**src/bccd_pkg.sv**
```systemverilog
// package: field layout, encodings, bus map for the boot clock config decoder
`default_nettype none
package bccd_pkg;
    // config word one field positions
    localparam int W1_PBDIV_LSB   = 12;
    localparam int W1_CLKOEN_BIT  = 10;
    localparam int W1_POSC_LSB    = 8;
    localparam int W1_TWOSPD_BIT  = 7;
    localparam int W1_SOSC_BIT    = 5;
    localparam int W1_STARTUP_OSC_SELECT_LSB   = 0;
    // config word two field positions
    localparam int W2_PLLODIV_LSB = 16;
    localparam int W2_UPLLDIS_BIT = 15;
    localparam int W2_UPLLIDV_LSB = 8;
    localparam int W2_PLLMUL_LSB  = 4;
    localparam int W2_PLLIDIV_LSB = 0;
    // reserved masks: reserved bits must be programmed to one
    localparam logic [31:0] W1_RSVD_MASK = 32'h0000_0858;
    localparam logic [31:0] W2_RSVD_MASK = 32'hFFF8_7888;
    // apb register byte addresses
    localparam logic [7:0] ADDR_WORD_ONE = 8'h00;
    localparam logic [7:0] ADDR_WORD_TWO = 8'h04;
    localparam logic [7:0] ADDR_STATUS   = 8'h08;
    localparam logic [7:0] ADDR_CONTROL  = 8'h0C;
    // primary oscillator modes
    localparam logic [1:0] POSC_EXT_CLOCK = 2'h0;
    localparam logic [1:0] POSC_STD_XTAL  = 2'h1;
    localparam logic [1:0] POSC_HS_XTAL   = 2'h2;
    localparam logic [1:0] POSC_DISABLED  = 2'h3;
    // start-up source codes
    localparam logic [2:0] OSC_FAST_RC     = 3'h0;
    localparam logic [2:0] OSC_FRC_DIVN_PLL = 3'h1;
    localparam logic [2:0] OSC_PRIMARY     = 3'h2;
    localparam logic [2:0] OSC_PRIMARY_PLL = 3'h3;
    localparam logic [2:0] OSC_SECONDARY   = 3'h4;
    localparam logic [2:0] OSC_LOW_POWER_RC = 3'h5;
    localparam logic [2:0] OSC_FRC_DIV16   = 3'h6;
    localparam logic [2:0] OSC_FRC_DIVN    = 3'h7;
    // decoded clock settings handed to the clock generator
    typedef struct packed {
        logic [3:0] periph_div;      // 1,2,4,8
        logic       clock_output_en;
        logic [1:0] primary_osc_mode;
        logic       hs_xtal;
        logic       std_xtal;
        logic       ext_clock;
        logic       primary_on;
        logic       two_speed_startup_en;
        logic       secondary_osc_on;
        logic [2:0] startup_osc_select;
        logic       use_pll;
        logic [8:0] pll_postscale;   // 1..256
        logic       usb_pll_on;
        logic [3:0] usb_pll_in_div;  // 1..12
        logic [4:0] pll_mult;        // 15..24
        logic [3:0] pll_in_div;      // 1..12
    } bccd_clk_cfg_t;
endpackage
`default_nettype wire

```
**src/bccd_decode.sv**
```systemverilog
// combinational decoder from two config words to clock settings
`default_nettype none
module bccd_decode
    import bccd_pkg::*;
(
    // raw words
    input  wire logic [31:0]   word_one,
    input  wire logic [31:0]   word_two,
    // decoded settings
    output bccd_clk_cfg_t      cfg
);
    // shared by both pll input dividers
    function automatic logic [3:0] in_div(input logic [2:0] c);
        case (c)
            3'h6:    in_div = 4'hA;
            3'h7:    in_div = 4'hC;
            default: in_div = {1'b0, c} + 4'h1;
        endcase
    endfunction

    logic [1:0] posc;
    logic [2:0] mul_code;
    logic [2:0] odiv;
    assign posc     = word_one[W1_POSC_LSB +: 2];
    assign mul_code = word_two[W2_PLLMUL_LSB +: 3];
    assign odiv     = word_two[W2_PLLODIV_LSB +: 3];

    // field decode
    always_comb begin
        cfg = '0;
        cfg.periph_div = 4'h1 << word_one[W1_PBDIV_LSB +: 2];
        // clock output only with primary off or external clock
        cfg.clock_output_en = word_one[W1_CLKOEN_BIT] &&
            (posc == POSC_DISABLED || posc == POSC_EXT_CLOCK);
        cfg.primary_osc_mode = posc;
        cfg.hs_xtal    = (posc == POSC_HS_XTAL);
        cfg.std_xtal   = (posc == POSC_STD_XTAL);
        cfg.ext_clock  = (posc == POSC_EXT_CLOCK);
        cfg.primary_on = (posc != POSC_DISABLED);
        cfg.two_speed_startup_en = word_one[W1_TWOSPD_BIT];
        cfg.secondary_osc_on = word_one[W1_SOSC_BIT];
        cfg.startup_osc_select = word_one[W1_STARTUP_OSC_SELECT_LSB +: 3];
        cfg.use_pll = (cfg.startup_osc_select == OSC_PRIMARY_PLL) ||
                      (cfg.startup_osc_select == OSC_FRC_DIVN_PLL);
        // code 7 jumps to 256, not 128
        cfg.pll_postscale = (odiv == 3'h7) ? 9'h100 : (9'h001 << odiv);
        cfg.usb_pll_on = ~word_two[W2_UPLLDIS_BIT];
        cfg.usb_pll_in_div = in_div(word_two[W2_UPLLIDV_LSB +: 3]);
        cfg.pll_mult = (mul_code == 3'h7) ? 5'h18 : 5'h0F + {2'h0, mul_code};
        cfg.pll_in_div = in_div(word_two[W2_PLLIDIV_LSB +: 3]);
    end
endmodule
`default_nettype wire

```
**src/bccd_top.sv**
```systemverilog
// boot clock config decoder: latches config words on the first clock after reset, apb readback
//
// Decided for this implementation: the register addresses and register access over APB.
`default_nettype none
//
// Contract
// - Peripheral divisor codes 11,10,01,00 give system clock divided by 8,4,2,1.
// - Clock output is driven only when enabled and primary mode is disabled or external.
// - Primary mode codes 11,10,01,00 mean disabled, high-speed, standard crystal, external.
// - The switchover bit enables two-speed start-up.
// - The secondary enable bit turns the secondary oscillator on.
// - The three-bit select field picks the start-up source among eight.
// - Postscaler codes 0..7 divide by 1,2,4,8,16,32,64,256.
// - USB PLL bit one disables and bypasses it, zero enables it.
// - USB PLL input divider codes 0..7 divide by 1,2,3,4,5,6,10,12.
// - PLL multiplier codes 0..7 multiply by 15..21 then 24.
// - PLL input divider codes 0..7 divide by 1,2,3,4,5,6,10,12.
module bccd_top
    import bccd_pkg::*;
(
    // clock and reset
    input  wire logic          clk,
    input  wire logic          reset_n,
    // nonvolatile config words
    input  wire logic [31:0]   nv_word_one,
    input  wire logic [31:0]   nv_word_two,
    // apb slave
    input  wire logic          psel,
    input  wire logic          penable,
    input  wire logic          pwrite,
    input  wire logic [7:0]    paddr,
    input  wire logic [31:0]   pwdata,
    output logic [31:0]        prdata,
    output logic               pready,
    output logic               pslverr,
    // to clock generator and core
    output bccd_clk_cfg_t      clk_cfg,
    output logic               cfg_valid,
    output logic               core_reset_n
);
    typedef enum logic [1:0] {
        BCCD_LATCH,
        BCCD_APPLY,
        BCCD_RUN
    } bccd_state_t;

    bccd_state_t    state_q, state_d;
    logic [31:0]    word_one_q, word_one_d;
    logic [31:0]    word_two_q, word_two_d;
    logic [31:0]    prdata_q, prdata_d;
    logic           pslverr_q, pslverr_d;
    logic           hold_core_q, hold_core_d;
    bccd_clk_cfg_t  cfg_now;
    logic           rsvd_err;
    logic           src_err;
    logic           access;

    bccd_decode u_decode (
        .word_one (word_one_q),
        .word_two (word_two_q),
        .cfg      (cfg_now)
    );

    // programming errors the device can only flag, not fix
    assign rsvd_err = ((word_one_q & W1_RSVD_MASK) != W1_RSVD_MASK) ||
                      ((word_two_q & W2_RSVD_MASK) != W2_RSVD_MASK);
    assign src_err  = (cfg_now.startup_osc_select == OSC_PRIMARY ||
                       cfg_now.startup_osc_select == OSC_PRIMARY_PLL) &&
                      !cfg_now.primary_on;

    // startup sequence: latch once, apply, then release core
    always_comb begin
        state_d     = state_q;
        word_one_d  = word_one_q;
        word_two_d  = word_two_q;
        hold_core_d = hold_core_q;
        case (state_q)
            BCCD_LATCH: begin
                word_one_d = nv_word_one;
                word_two_d = nv_word_two;
                state_d    = BCCD_APPLY;
            end
            BCCD_APPLY: begin
                state_d = BCCD_RUN;
            end
            BCCD_RUN: begin
                hold_core_d = 1'b0;
            end
            default: begin
                state_d = BCCD_LATCH;
            end
        endcase
    end

    always_ff @(posedge clk or negedge reset_n) begin
        if (!reset_n) begin
            state_q     <= BCCD_LATCH;
            word_one_q  <= '1;
            word_two_q  <= '1;
            hold_core_q <= 1'b1;
        end else begin
            state_q     <= state_d;
            word_one_q  <= word_one_d;
            word_two_q  <= word_two_d;
            hold_core_q <= hold_core_d;
        end
    end

    // settings driven straight from the decoder, so the generator sees decoded reset filler until latch; cfg_valid flags them
    assign clk_cfg      = cfg_now;
    assign cfg_valid    = (state_q == BCCD_RUN);
    assign core_reset_n = ~hold_core_q;

    // apb: zero wait states, words read-only
    assign access  = psel && penable;
    assign pready  = 1'b1;
    assign prdata  = prdata_q;
    assign pslverr = pslverr_q;

    always_comb begin
        prdata_d  = prdata_q;
        pslverr_d = 1'b0;
        if (psel && !penable) begin
            prdata_d = '0;
            case (paddr)
                ADDR_WORD_ONE: prdata_d = word_one_q;
                ADDR_WORD_TWO: prdata_d = word_two_q;
                ADDR_STATUS:   prdata_d = {29'h0, src_err, rsvd_err, cfg_valid};
                default:       prdata_d = '0;
            endcase
        end
        // writes refused: the words are fixed by the programmer
        if (access) begin
            pslverr_d = pwrite || !(paddr == ADDR_WORD_ONE ||
                        paddr == ADDR_WORD_TWO || paddr == ADDR_STATUS);
        end
    end

    always_ff @(posedge clk or negedge reset_n) begin
        if (!reset_n) begin
            prdata_q  <= '0;
            pslverr_q <= 1'b0;
        end else begin
            prdata_q  <= prdata_d;
            pslverr_q <= pslverr_d;
        end
    end

    // checks
    pbdiv_decode_a: assert property (@(posedge clk) disable iff (!reset_n)
        cfg_valid |-> clk_cfg.periph_div ==
            (4'h1 << word_one_q[W1_PBDIV_LSB +: 2]))
        else $error("periph divisor wrong");
    clkout_gate_a: assert property (@(posedge clk) disable iff (!reset_n)
        clk_cfg.clock_output_en |-> (clk_cfg.primary_osc_mode == POSC_DISABLED ||
            clk_cfg.primary_osc_mode == POSC_EXT_CLOCK))
        else $error("clock out in crystal mode");
    posc_mode_a: assert property (@(posedge clk) disable iff (!reset_n)
        clk_cfg.primary_on == (word_one_q[W1_POSC_LSB +: 2] != POSC_DISABLED))
        else $error("primary mode decode wrong");
    two_speed_a: assert property (@(posedge clk) disable iff (!reset_n)
        clk_cfg.two_speed_startup_en == word_one_q[W1_TWOSPD_BIT])
        else $error("two speed wrong");
    sosc_en_a: assert property (@(posedge clk) disable iff (!reset_n)
        clk_cfg.secondary_osc_on == word_one_q[W1_SOSC_BIT])
        else $error("secondary enable wrong");
    postscale_a: assert property (@(posedge clk) disable iff (!reset_n)
        word_two_q[W2_PLLODIV_LSB +: 3] == 3'h7 |-> clk_cfg.pll_postscale == 9'h100)
        else $error("postscaler top code wrong");
    usb_pll_a: assert property (@(posedge clk) disable iff (!reset_n)
        clk_cfg.usb_pll_on != word_two_q[W2_UPLLDIS_BIT])
        else $error("usb pll polarity wrong");
    mult_range_a: assert property (@(posedge clk) disable iff (!reset_n)
        clk_cfg.pll_mult >= 5'h0F && clk_cfg.pll_mult <= 5'h18 && clk_cfg.pll_mult != 5'h16)
        else $error("multiplier out of set");
    in_div_a: assert property (@(posedge clk) disable iff (!reset_n)
        word_two_q[W2_PLLIDIV_LSB +: 3] == 3'h6 |-> clk_cfg.pll_in_div == 4'hA)
        else $error("pll input divider wrong");
    usb_div_a: assert property (@(posedge clk) disable iff (!reset_n)
        word_two_q[W2_UPLLIDV_LSB +: 3] == 3'h7 |-> clk_cfg.usb_pll_in_div == 4'hC)
        else $error("usb input divider wrong");
    release_seq_a: assert property (@(posedge clk) disable iff (!reset_n)
        $rose(core_reset_n) |-> $past(cfg_valid) && word_one_q == $past(word_one_q))
        else $error("core released before apply");
    src_sel_a: assert property (@(posedge clk) disable iff (!reset_n)
        clk_cfg.startup_osc_select == word_one_q[W1_STARTUP_OSC_SELECT_LSB +: 3])
        else $error("source select wrong");
endmodule
`default_nettype wire

```
**config.mk**
```make
export PLATFORM = sky130hd
export DESIGN_NAME = bccd_top
export DESIGN_NICKNAME = d
export VERILOG_FILES = /design/src/bccd_pkg.sv /design/src/bccd_decode.sv /design/src/bccd_top.sv
export SDC_FILE = /design/constraint.sdc
export NUM_CORES = 1
export LEC_CHECK = 0
export BUFFER_PORTS_ARGS = -buffer_cell sky130_fd_sc_hd__buf_2
export CAP_MARGIN = 20
export CORE_MARGIN = 2
export CORE_UTILIZATION = 49
export DETAILED_ROUTE_END_ITERATION = 8
export GPL_TIMING_DRIVEN = 0
export PLACE_DENSITY = 0.81
export SYNTH_ARGS = -nofsm -noshare
export SYNTH_HDL_FRONTEND = slang
export SYNTH_SLANG_ARGS = --single-unit
```
**constraint.sdc**
```tcl
create_clock -name clk -period 1.9 [get_ports clk]
set_input_delay 0.095 -clock clk [delete_from_list [all_inputs] [get_ports clk]]
set_output_delay 0.095 -clock clk [all_outputs]
set_load 0.01 [all_outputs]
```
==> key figures <==
Status
  • Outcome: completed

Routing
  • Post-route ant nets: 0
  • DRT Pass-1 Iters: 4
  • Post-Route WL: approximately 13,000 um
  • Vias/cell: 5.24
  • Drt drc: 0
  • Via Count: roughly 3,800
  • Wire per inst: about 18 um
  • 1st-iter DRT viols: 108

Critical path
  • Worst reg2reg startpoint: state_q[0]
  • CP startpoint kind: flop
  • Crit path from: word_two_q[5]
  • Crit end category: output port
  • Crit-path max FO: 5
  • Crit path kind: flop to output port
  • Critical Path RT: roughly 1.8 ns
  • Data arrival time of the worst path: around 1.7 ns

Synth
  • #FFs+latches synth: 100
  • Synth Instances: around 380
  • Yosys cell types: 40
  • Avg Cell Area, Syn: around 12 um2
  • Cell area after synthesis: 4610 um2
  • Synthesized net count: just under 500
  • Ys Warns: 0
  • Sequential area share after synthesis: between 50% and 60%

Clock tree
  • Worst-Skew Late Latency: 0.37 ns
  • Reg clk slew, reported paths: about 0.10 ns
  • H-tree Lvls: 3
  • CTS Buf Count: 9
  • CTS tree: built
  • CTS sink cnt: 100
  • Max clock buf depth: 2
  • Clk root buf: clkbuf_8

Timing
  • Hold WS: 0.121 ns
  • Post-layout min period: ~1.8 ns
  • Slew HR: 44.1%
  • Setup TNS Final: 0 ns
  • Slew Viols, Final: 0
  • Slew @ Worst Pin: between 0.8 and 0.9 ns
  • Final Skew: about 0.012 ns
  • Fin. Hold Viols: 0
  • Tcrit/Tclk final: 95.0%
  • RSZ-0062 raised after global routing: false
  • # setup viols final: 0
  • Top achievable clock speed: 0.554 GHz

Place
  • Dpl hpwl: between 8000 and 9000 um
  • GP Congestion: between 0.7 and 0.8
  • Placed Cells: 638
  • # port buffers: about 150
  • Placed cell area: 5530 um2

GRT
  • First-pass GRT wire length: 19,700 um
  • Initial antenna violation count: 0
  • Grt total ovfl: 0
  • Gr busiest metal: met2
  • Vias in the first global route: around 4,000
  • GRT Util Overall: approximately a quarter
  • Met3 usage: roughly 5.2%
  • Met2 Resource Use GR: 47.4%
  • GR Util met1: between 20 and 30%
  • Pin count of the biggest net entering global routing: 54

Final layout
  • Final instance count without filler cells: 724
  • ANT cells: 0
  • Fin nets: between 700 and 800
  • Finished Cell Area: between 6000 and 7000 um2
  • Filler cell count: about 650
  • Layout cells sized above 1: 53.7%
  • Area grow syn2layout: 39.3%

Die
  • Die Area: 10,200 um2
  • Total core area: slightly above 9000 um2
  • FP Rows: 35
  • Starting Density: 50.1%
  • Die Y: slightly above 100 um
  • Die Width: about 100 um
  • Ports: ~190

Hold path
  • Worst hold path class: primary input to flop
  • Hold path startpoint: paddr[0]

Power and ir drop
  • Worst vdd ir: around 0.34 mV
  • Pwr Density: 658 nW/um2
  • Leak Pwr: slightly above 3 nW

Run
  • MaxCap Viol Count: 0
[cells in the final DEF, fill, tap and decap left out, types with 3 or more instances in the layout]
master | Yosys | routed
buf_2 | 9 | 157
buf_4 | 9 | 13
nor2b_1 | 4 | 4
nor3b_1 | 3 | 3
nand4_1 | 5 | 5
dlygate4sd3_1 | 0 | 67
o21ai_2 | 10 | 10
clkbuf_1 | 7 | 7
ha_1 | 7 | 6
mux2_2 | 59 | 59
nand2_1 | 45 | 45
dfrtp_1 | 35 | 35
clkbuf_8 | 0 | 10
mux2i_1 | 32 | 32
o21ai_0 | 28 | 28
inv_1 | 13 | 13
dfstp_2 | 65 | 65
nor2_1 | 13 | 13
[worst max-delay path: stages, from the launching register on]
cell,delay (ns)
dfstp_2,0.60
or2_4,0.16
inv_1,0.07
ha_4,0.21
a31oi_1,0.16
buf_2,0.16
[logic make-up (layout without fill, tap and decap cells)]
group           after synthesis  count (layout)  share of synthesized area (%)
flops                       100             100                           56.0
mux                          91              91                           21.4
simple gates                 85              85                           8.71
compound gates               48              48                           6.62
buf+inv                      43             279                           5.02
fa+ha+maj                     7               7                           1.90
other cells                   2               2                          0.163
xor+xnor                      1               1                          0.190
[registers in the layout, summed over array words and instances, names as in the netlist]
| name | flops |
|---|---|
| word_two_q | 32 |
| pslverr | 1 |
| state_q | 2 |
| word_one_q | 32 |
| prdata | 32 |
| hold_core_q | 1 |
[stage by stage]
step                      util [%]  power [W]  setup WS (ns)
final                         69.9    0.00423         0.0943
after global routing          69.9    0.00438         0.0490
after CTS                     69.5    0.00423         0.0731
after detailed placement      60.1    0.00280          0.176
after global placement        59.8    0.00277         -0.193
after floorplan                  -    0.00257          0.508
[area by class of cell]
class	instances	area, um2	share of cell area (%)
Sequential cell	100	2580	40.2
Buffer	30	183	2.84
Clock inverter	6	53.8	0.837
Multi-Input combinational cell	234	1810	28.2
Timing Repair Buffer	220	1470	22.9
Inverter	13	48.8	0.759
Clock buffer	10	138	2.14
Tap cell	111	139	2.16
[final timing paths]
path	endpoint	slack, ns	cells after the start
min in group asynchronous	prdata[30]	0.27	2
worst max register to register	word_one_q[29]	0.15	3
worst min-delay path	prdata[0]	0.12	4
worst min register to register	hold_core_q	0.47	2
max in group asynchronous	word_one_q[17]	0.90	3
worst max-delay path	clk_cfg[6]	0.09	5
[synthesized netlist by cell type]
cell type / count / area (um2)
a2111oi_0: 1 / 8.76
ha_1: 7 / 87.6
clkbuf_2: 1 / 5.00
buf_12: 1 / 20.0
o21ai_2: 10 / 87.6
nand2_1: 45 / 169
nor4_2: 1 / 12.5
o211a_1: 1 / 10.0
a211o_1: 1 / 8.76
buf_2: 9 / 45.0
a21oi_1: 2 / 10.0
inv_1: 13 / 48.8
clkbuf_1: 7 / 26.3
buf_1: 2 / 7.51
nor4_1: 2 / 12.5
o32a_1: 1 / 10.0
conb_1: 2 / 7.51
buf_4: 9 / 67.6
nor3b_1: 3 / 22.5
and3_1: 1 / 6.26
xor2_1: 1 / 8.76
dfrtp_1: 35 / 876
or3_4: 1 / 11.3
o31ai_1: 2 / 15.0
or2_2: 1 / 6.26
mux2_2: 59 / 664
nor2b_1: 4 / 25.0
o21ai_0: 28 / 140
dfstp_2: 65 / 1710
a31oi_1: 1 / 6.26
mux2i_1: 32 / 320
nor2_1: 13 / 48.8
nand2b_1: 2 / 12.5
a21o_2: 1 / 8.76
and3b_1: 2 / 17.5
nor3_1: 2 / 10.0
nand4_1: 5 / 31.3
buf_6: 1 / 11.3
nand3_1: 2 / 10.0
and2_1: 1 / 6.26
[per-layer routing]
metal,up-vias,share of wire (%)
met5,-,0
met4,0,2.0
met3,27,4.8
met2,137,54
met1,1890,40
li1,1743,-
[report_power, final]
group | internal [W] | total [W] | switching [W]
logic | 0.000316 | 0.000574 | 0.000258
clock network | 0.000536 | 0.00133 | 0.000793
registers | 0.00226 | 0.00232 | 0.0000643
[what timing repair did]
item | 4_1_cts | 5_1_grt
endpoints found under the setup margin | 0 | 1
hold buffers | 67 | 0
endpoints found under the hold margin | 85 | 0
resized for setup | 0 | 2
buffers inserted | 0 | 3
(Power assumes the default switching activity.)
